`src/cpes_pkg.sv`:
```
// Shared constants and carrier types for the core event selection block.
`default_nettype none
package cpes_pkg;
    // Event numbers and unit masks.
    localparam logic [7:0] EV_STACK = 8'hd1;
    localparam logic [7:0] UM_FOLD = 8'h04;
    localparam logic [7:0] UM_SYNC = 8'h08;
    localparam logic [7:0] EV_ALIAS = 8'hd2;
    localparam logic [7:0] UM_FLAG = 8'h01;
    localparam logic [7:0] UM_PREG = 8'h02;
    localparam logic [7:0] UM_ROB = 8'h04;
    localparam logic [7:0] UM_SER = 8'h08;
    localparam logic [7:0] UM_ANY = 8'h0f;
    localparam logic [7:0] EV_SEG_STALL = 8'hd4;
    localparam logic [7:0] EV_EXTRA_RENAME = 8'hd5;
    localparam logic [7:0] EV_UNFUSE = 8'hdb;
    localparam logic [7:0] EV_BR_DECODE = 8'he0;
    localparam logic [7:0] EV_CALL_RET = 8'he5;
    localparam logic [7:0] UM_ONE = 8'h01;
    // Widths and reset values.
    localparam int CNT_W = 48;
    localparam int SP_W = 32;
    localparam int DELTA_W = 16;
    localparam int STEP_W = 8;
    localparam int FLAG_W = 6;
    localparam int SEG_N = 4;
    localparam logic [FLAG_W-1:0] FLAGS_ALL = 6'h3f;
    localparam logic [FLAG_W-1:0] FLAGS_NONE = 6'h00;
    localparam logic [CNT_W-1:0] CNT_RESET = 48'h0;
    localparam logic [CNT_W-1:0] CNT_ONE = 48'h1;
    localparam logic [SP_W-1:0] SP_RESET = 32'h0;
    localparam logic [DELTA_W-1:0] DELTA_RESET = 16'h0;
    // Segment indices.
    localparam logic [1:0] SEG_EXTRA = 2'h0;
    localparam logic [1:0] SEG_DATA = 2'h1;
    localparam logic [1:0] SEG_F = 2'h2;
    localparam logic [1:0] SEG_G = 2'h3;

    typedef enum logic [2:0] {
        SEG_IDLE = 3'h1,
        SEG_RENAMED = 3'h2,
        SEG_BLOCKED = 3'h4
    } cpes_seg_state_e;

    // Per-cycle indications from the core pipeline.
    typedef struct packed {
        logic stack_op;
        logic [STEP_W-1:0] stack_step;
        logic stack_sync;
        logic other_flag_stall;
        logic partial_reg_stall;
        logic reorder_port_stall;
        logic serialize_stall;
        logic fp_status_stall;
        logic unfuse_fp;
        logic branch_decode;
        logic call_ret_miss;
    } cpes_events_s;

    // Flag usage of the instruction being renamed.
    typedef struct packed {
        logic wr_valid;
        logic [FLAG_W-1:0] wr_mask;
        logic rd_valid;
        logic [FLAG_W-1:0] rd_mask;
    } cpes_flags_s;

    // Segment register rename traffic.
    typedef struct packed {
        logic upd_valid;
        logic [1:0] upd_index;
        logic ret_valid;
        logic [1:0] ret_index;
    } cpes_seg_s;
endpackage : cpes_pkg
`default_nettype wire

```
`src/cpes_seg_track.sv`:
```
// One segment register's rename tracker.
`default_nettype none
module cpes_seg_track
    import cpes_pkg::*;
(
    input wire logic core_clk_in, // Core clock.
    input wire logic sys_rst_in, // Asynchronous reset, active high.
    input wire logic update_in, // Write to this segment.
    input wire logic retire_in, // Renamed value retires.
    output logic renamed_out, // Rename done this cycle.
    output logic stall_out // Front end held.
);
    cpes_seg_state_e state_reg;
    cpes_seg_state_e state_next;

    always_comb begin
        state_next = state_reg;
        renamed_out = 1'b0;
        unique case (state_reg)
            SEG_IDLE: begin
                if (update_in) begin
                    state_next = SEG_RENAMED;
                    renamed_out = 1'b1;
                end
            end
            SEG_RENAMED: begin
                if (update_in && !retire_in) begin
                    state_next = SEG_BLOCKED;
                end else if (retire_in && !update_in) begin
                    state_next = SEG_IDLE;
                end else if (retire_in && update_in) begin
                    renamed_out = 1'b1;
                end
            end
            SEG_BLOCKED: begin
                // The held update renames once the older value is gone.
                if (retire_in) begin
                    state_next = SEG_RENAMED;
                    renamed_out = 1'b1;
                end
            end
            default: begin
                state_next = SEG_IDLE;
            end
        endcase
    end

    assign stall_out = (state_reg == SEG_BLOCKED);

    always_ff @(posedge core_clk_in or posedge sys_rst_in) begin
        if (sys_rst_in) begin
            state_reg <= SEG_IDLE;
        end else begin
            state_reg <= state_next;
        end
    end
endmodule : cpes_seg_track
`default_nettype wire

```
`src/cpes_stack_track.sv`:
```
// Stack pointer with a pending delta tracker.
`default_nettype none
module cpes_stack_track
    import cpes_pkg::*;
(
    input wire logic core_clk_in, // Core clock.
    input wire logic sys_rst_in, // Asynchronous reset, active high.
    input wire logic op_in, // Stack instruction decoded.
    input wire logic [STEP_W-1:0] step_in, // Signed pointer change.
    input wire logic sync_in, // Fold delta into pointer.
    output logic [SP_W-1:0] stack_pointer_out, // Architectural pointer.
    output logic [DELTA_W-1:0] delta_out // Pending delta.
);
    logic [SP_W-1:0] sp_reg;
    logic [SP_W-1:0] sp_next;
    logic [DELTA_W-1:0] delta_reg;
    logic [DELTA_W-1:0] delta_next;
    logic [DELTA_W-1:0] step_ext;

    always_comb begin
        step_ext = {{(DELTA_W-STEP_W){step_in[STEP_W-1]}}, step_in};
        sp_next = sp_reg;
        delta_next = delta_reg;
        if (sync_in) begin
            // A stack op in the sync cycle starts the fresh delta.
            sp_next = sp_reg + {{(SP_W-DELTA_W){delta_reg[DELTA_W-1]}}, delta_reg};
            delta_next = op_in ? step_ext : DELTA_RESET;
        end else if (op_in) begin
            delta_next = delta_reg + step_ext;
        end
    end

    assign stack_pointer_out = sp_reg;
    assign delta_out = delta_reg;

    always_ff @(posedge core_clk_in or posedge sys_rst_in) begin
        if (sys_rst_in) begin
            sp_reg <= SP_RESET;
            delta_reg <= DELTA_RESET;
        end else begin
            sp_reg <= sp_next;
            delta_reg <= delta_next;
        end
    end
endmodule : cpes_stack_track
`default_nettype wire

```
`src/cpes_event_select.sv`:
```
// Core performance event selection and counting.
// Operation
// - Count decoded stack-pointer instructions on d1/04.
// - Stack ops update delta tracker, no uop.
// - Count sync operations folding delta on d1/08.
// - Count flag stall cycles on d2/01.
// - Partial flag stall: unwritten flags read next.
// - Count partial register latency cycles on d2/02.
// - Count reorder port stall cycles each retry.
// - Count serialization scoreboard stall cycles on d2/08.
// - d2/0f counts any of flag, partial register, reorder port or FP status stalls.
// - Count segment renaming stall cycles on d4/01.
// - Second update to renamed segment stalls front.
// - Count extra data segment renames on d5/01.
// - Count floating-point unfusions on db/01.
// - Count decoded branches on e0/01.
// - Count call or return mispredictions on e5/01.
`default_nettype none
module cpes_event_select
    import cpes_pkg::*;
(
    input wire logic core_clk_in, // Core clock, 40 MHz.
    input wire logic sys_rst_in, // Asynchronous reset, active high.
    input wire logic count_enable_in, // Counting allowed.
    input wire logic count_clear_in, // Zero the counter.
    input wire logic [7:0] event_select_in, // Event number.
    input wire logic [7:0] unit_mask_in, // Unit mask.
    input wire cpes_events_s events_in, // Pipeline indications.
    input wire cpes_flags_s flags_in, // Flag use this cycle.
    input wire cpes_seg_s seg_in, // Segment rename traffic.
    output logic [CNT_W-1:0] count_out, // Event count.
    output logic flag_stall_out, // Partial flag stall seen.
    output logic [SEG_N-1:0] seg_stall_out, // Per-segment front stall.
    output logic [SP_W-1:0] stack_pointer_out, // Stack pointer.
    output logic [DELTA_W-1:0] stack_delta_out // Pending stack delta.
);
    logic [CNT_W-1:0] count_reg;
    logic [CNT_W-1:0] count_next;
    logic [FLAG_W-1:0] last_wr_reg;
    logic [FLAG_W-1:0] last_wr_next;
    logic last_valid_reg;
    logic last_valid_next;
    logic flag_stall_reg;
    logic flag_stall_next;
    logic partial_flag_hit;
    logic flag_cycle;
    logic seg_cycle;
    logic extra_renamed;
    logic any_stall;
    logic hit;
    logic [SEG_N-1:0] seg_upd;
    logic [SEG_N-1:0] seg_ret;
    logic [SEG_N-1:0] seg_renamed;
    logic [SEG_N-1:0] seg_blocked;

    // Flag tracking: remember the flags written by the last writer.
    always_comb begin
        last_wr_next = last_wr_reg;
        last_valid_next = last_valid_reg;
        partial_flag_hit = 1'b0;
        if (flags_in.rd_valid && last_valid_reg) begin
            // Only a partial writer can leave stale flags behind.
            partial_flag_hit = (last_wr_reg != FLAGS_ALL) &&
                ((flags_in.rd_mask & ~last_wr_reg) != FLAGS_NONE);
        end
        if (flags_in.wr_valid) begin
            last_wr_next = flags_in.wr_mask;
            last_valid_next = 1'b1;
        end else if (flags_in.rd_valid) begin
            // The reader was the next instruction; the pair is closed.
            last_valid_next = 1'b0;
        end
        flag_stall_next = partial_flag_hit;
    end

    always_ff @(posedge core_clk_in or posedge sys_rst_in) begin
        if (sys_rst_in) begin
            last_wr_reg <= FLAGS_ALL;
            last_valid_reg <= 1'b0;
            flag_stall_reg <= 1'b0;
        end else begin
            last_wr_reg <= last_wr_next;
            last_valid_reg <= last_valid_next;
            flag_stall_reg <= flag_stall_next;
        end
    end

    assign flag_stall_out = flag_stall_reg;

    // Segment rename trackers, one per data segment register.
    genvar g;
    generate
        for (g = 0; g < SEG_N; g++) begin : g_seg
            assign seg_upd[g] = seg_in.upd_valid && (seg_in.upd_index == 2'(g));
            assign seg_ret[g] = seg_in.ret_valid && (seg_in.ret_index == 2'(g));
            cpes_seg_track u_seg (
                .core_clk_in(core_clk_in),
                .sys_rst_in(sys_rst_in),
                .update_in(seg_upd[g]),
                .retire_in(seg_ret[g]),
                .renamed_out(seg_renamed[g]),
                .stall_out(seg_blocked[g])
            );
        end
    endgenerate

    assign seg_stall_out = seg_blocked;

    // Stack pointer folding.
    cpes_stack_track u_stack (
        .core_clk_in(core_clk_in),
        .sys_rst_in(sys_rst_in),
        .op_in(events_in.stack_op),
        .step_in(events_in.stack_step),
        .sync_in(events_in.stack_sync),
        .stack_pointer_out(stack_pointer_out),
        .delta_out(stack_delta_out)
    );

    // Derived stall conditions.
    always_comb begin
        flag_cycle = events_in.other_flag_stall || partial_flag_hit;
        seg_cycle = |seg_blocked;
        extra_renamed = seg_renamed[SEG_EXTRA];
        any_stall = events_in.reorder_port_stall || events_in.partial_reg_stall ||
            flag_cycle || events_in.fp_status_stall;
    end

    // Event selection: exact number and mask must both match.
    always_comb begin
        hit = 1'b0;
        unique case (event_select_in)
            EV_STACK: begin
                if (unit_mask_in == UM_FOLD) begin
                    hit = events_in.stack_op;
                end else if (unit_mask_in == UM_SYNC) begin
                    hit = events_in.stack_sync;
                end
            end
            EV_ALIAS: begin
                unique case (unit_mask_in)
                    UM_FLAG: hit = flag_cycle;
                    UM_PREG: hit = events_in.partial_reg_stall;
                    UM_ROB: hit = events_in.reorder_port_stall;
                    UM_SER: hit = events_in.serialize_stall;
                    UM_ANY: hit = any_stall;
                    default: hit = 1'b0;
                endcase
            end
            EV_SEG_STALL: begin
                hit = (unit_mask_in == UM_ONE) && seg_cycle;
            end
            EV_EXTRA_RENAME: begin
                hit = (unit_mask_in == UM_ONE) && extra_renamed;
            end
            EV_UNFUSE: begin
                hit = (unit_mask_in == UM_ONE) && events_in.unfuse_fp;
            end
            EV_BR_DECODE: begin
                hit = (unit_mask_in == UM_ONE) && events_in.branch_decode;
            end
            EV_CALL_RET: begin
                hit = (unit_mask_in == UM_ONE) && events_in.call_ret_miss;
            end
            default: begin
                hit = 1'b0;
            end
        endcase
    end

    // Counter: clear wins over an event in the same cycle.
    always_comb begin
        count_next = count_reg;
        if (count_clear_in) begin
            count_next = CNT_RESET;
        end else if (count_enable_in && hit) begin
            count_next = count_reg + CNT_ONE;
        end
    end

    always_ff @(posedge core_clk_in or posedge sys_rst_in) begin
        if (sys_rst_in) begin
            count_reg <= CNT_RESET;
        end else begin
            count_reg <= count_next;
        end
    end

    assign count_out = count_reg;
endmodule : cpes_event_select
`default_nettype wire

```
`config.mk`:
```
export PLATFORM = sky130hd
export DESIGN_NAME = cpes_event_select
export DESIGN_NICKNAME = d
export VERILOG_FILES = /design/src/cpes_pkg.sv /design/src/cpes_seg_track.sv /design/src/cpes_stack_track.sv /design/src/cpes_event_select.sv
export SDC_FILE = /design/constraint.sdc
export NUM_CORES = 1
export LEC_CHECK = 0
export ABC_AREA = 1
export BUFFER_PORTS_ARGS = -buffer_cell sky130_fd_sc_hd__buf_2
export CAP_MARGIN = 0
export CELL_PAD_IN_SITES_DETAIL_PLACEMENT = 1
export CELL_PAD_IN_SITES_GLOBAL_PLACEMENT = 2
export CORE_MARGIN = 2
export CORE_UTILIZATION = 31
export CTS_BUF_LIST = sky130_fd_sc_hd__clkbuf_16
export DETAILED_ROUTE_END_ITERATION = 6
export PLACE_DENSITY_LB_ADDON = 0.15
export SYNTH_ARGS = -nofsm -noshare
export SYNTH_HDL_FRONTEND = slang
export SYNTH_SLANG_ARGS = --single-unit
```
`constraint.sdc`:
```
create_clock -name core_clk_in -period 5.07 [get_ports core_clk_in]
set_clock_uncertainty 0.2 [all_clocks]
set_input_delay 1.014 -clock core_clk_in [delete_from_list [all_inputs] [get_ports core_clk_in]]
set_output_delay 1.014 -clock core_clk_in [all_outputs]
set_load 0.01 [all_outputs]
```
==> reports/metrics.csv <==
metric;value;unit
Nets;1763;
count leader, synth;nand2_1;
synthesized area;9790;um2
first-pass GRT wire length;56800;um
Slew HR;0.191;
Final TNS setup;0;ps
syn_nets;1616;
Port Buffers;158;
cts hold-fix bufs;0;
leading area contributor after synthesis;dfrtp_1;
Via Count;10400;
Routed wire per std cell;17.0;um
first-pass detailed-route iteration total;4;
sequential cell fraction of total power;0.281;
# rows;65;
Total Power;4.67;mW
Tot GR Track Use;0.217;
CTS tree;done;
clock latency at the later pin of the worst-skew pair;440;ps
crit path time final;3020;ps
Synth Flop Type;dfrtp_1;
vias per cell;5.02;
Synth area leaders;dfrtp_1, nand2_1, inv_1;
DRT iter0 DRCs;382;
vias in the first global route;10700;
final setup vio count;0;
Filler cells;4168;
root buf cell;clkbuf_16;
startpoint types;input pin;
P_leak;6.18;nW
Finished Layout Cells;2072;
Critical Path End Type;flop;
DRC viols;0;
initial antenna violation count;1;
DP HPWL;27700;um
library cells used by synthesis;44;
Synth Register Bits;116;
cts bufs inserted;17;
PostCTS Resize Cnt;0;
Final Hold Vio Count;0;
placed instance count;2039;
Sink Count;116;
global route overflow;0;
Mean Syn Cell Area;6.49;um2
PwrDens;407;nW/um2
final instance area;11500;um2
slowest CP cell;nand2_2;
number of flip-flops in the largest register;48;
WS Path Type;in2reg;
hold path startpoint;last_wr_reg[2]$_DFFE_PP1P_;
Least-Margin Pin Slew;1210;ps
die area;33000;um2
Cell Int Power;2.61;mW
min-delay worst type;reg2reg;
CP Max Fanout;48;
largest net degree at the start of global routing;67;
R2R Path Start;count_out[0]$_DFFE_PP0P_;
fin crit share;0.596;
number of enable flip-flop cells after synthesis;0;
total core area;31300;um2
slowest stage delay, CP;640;ps
register area share after synthesis;0.298;
fraction of layout cells with a size suffix above 1;0.149;
hold_ws;295;ps
Slew Limit Fails;0;
switching power;2.07;mW
Req. time, crit path;5190;ps
crit path cell chain;buf_2, nor3_1, nand3_1, nand3_1, nand2_1, nand2_1, nand2_2, nand3_4, nand2_2, nand3_1, nand2_1;
Routed Antenna Nets;0;
Synth top area share;0.271;
post-synthesis instance total;1509;
Final Wtd Congestion;0.856;
final core occ;0.367;
switching share of power;0.442;
CTS clk-pin slew, worst paths;60;ps
Comb pwr share;0.466;
synth warn;0;
outcome;complete, no violations;
htree depth;4;
Starting Density;0.313;
crit path DAT;3140;ps
die height;182;um
I/O pins;159;
Peak VDD IR;250;uV
final setup margin;2050;ps
post-CTS setup buffers;0;
synthesis-to-finish area growth;17.4;%
MaxCap Viol Count;0;
Die W;182;um
Cell Area, Placed;10900;um2
Critical path origin;seg_in[3];
DP Worst Slack;1570;ps
share of flip-flops with an asynchronous set or reset;1.00;
most common library cells after synthesis;nand2_1, inv_1, nor2_1, nand3_1, dfrtp_1;
WL final;35200;um
Max Freq;331;MHz
clock buffer depth;2;
RSZ-0062 raised after global routing;false;
clock share of power;0.254;
-- power by group through the flow --
stage,Sequential [mW],Clock (mW),Combinational (mW)
floorplan,1.35,0,1.44
global placement,1.32,0,2.15
detailed placement,1.33,0,2.19
CTS,1.32,1.21,2.21
global route,1.34,1.26,2.49
finish,1.31,1.19,2.18
-- placed cells by master, fill, tap and decap left out, types with 20 or more instances in the layout --
| cell | instances |
|---|---|
| dfrtp_1 | 106 |
| ha_1 | 47 |
| nand3_2 | 20 |
| nor2_1 | 153 |
| buf_2 | 158 |
| nor3_1 | 52 |
| a21oi_1 | 68 |
| xor2_1 | 33 |
| nand4_1 | 74 |
| nand3_1 | 122 |
| nand2_1 | 450 |
| o21ai_0 | 48 |
| inv_1 | 202 |
-- layout make-up --
type / instances / area (um2) / area share
Timing Repair Buffer: 168 / 866 / 0.0753
Inverter: 203 / 766 / 0.0666
Clock buffer: 17 / 425 / 0.0370
Clock inverter: 15 / 125 / 0.0109
Sequential cell: 116 / 2920 / 0.254
Antenna cell: 1 / 2.50 / 0.000218
Multi-Input combinational cell: 1150 / 5890 / 0.513
Tap cell: 402 / 503 / 0.0438
-- layer usage --
metal  track usage  part of all wire  vias to the layer above
met2         0.387              0.50                      164
met4        0.0699             0.024                        0
li1              -                 -                     5217
met5             0                 0                        -
met1         0.270              0.45                     4969
met3        0.0325             0.028                       42
-- critical path: cells and delay by family --
kind,cells,cell delay [ps]
buffers and inverters,1,120
and+or+nand+nor,10,1940
-- kinds of logic (layout without fill, tap and decap cells) --
group	after synthesis	in the layout	share of synthesized area
flip-flops	116	116	0.298
AND/OR/NAND/NOR	902	902	0.410
other	0	1	0
XOR/XNOR	39	39	0.0349
AO/OA/AOI/OAI	158	158	0.0907
buffers and inverters	243	403	0.101
multiplexers	2	2	0.00230
adder cells (fa/ha/maj)	49	49	0.0641
-- final timing paths --
path / end / slack, ps / depth (start not counted)
min in group asynchronous: g_seg[2].u_seg.state_reg[1]$_DFFE_PP0P_ / 500 / 2
min reg2reg: last_wr_reg[2]$_DFFE_PP1P_ / 300 / 2
min: last_wr_reg[2]$_DFFE_PP1P_ / 300 / 2
max in group asynchronous: u_stack.delta_out[14]$_DFFE_PP0P_ / 3310 / 3
max reg2reg: count_out[32]$_DFFE_PP0P_ / 2080 / 10
max: count_out[18]$_DFFE_PP0P_ / 2050 / 11
Power figures use the tool's default switching activity.
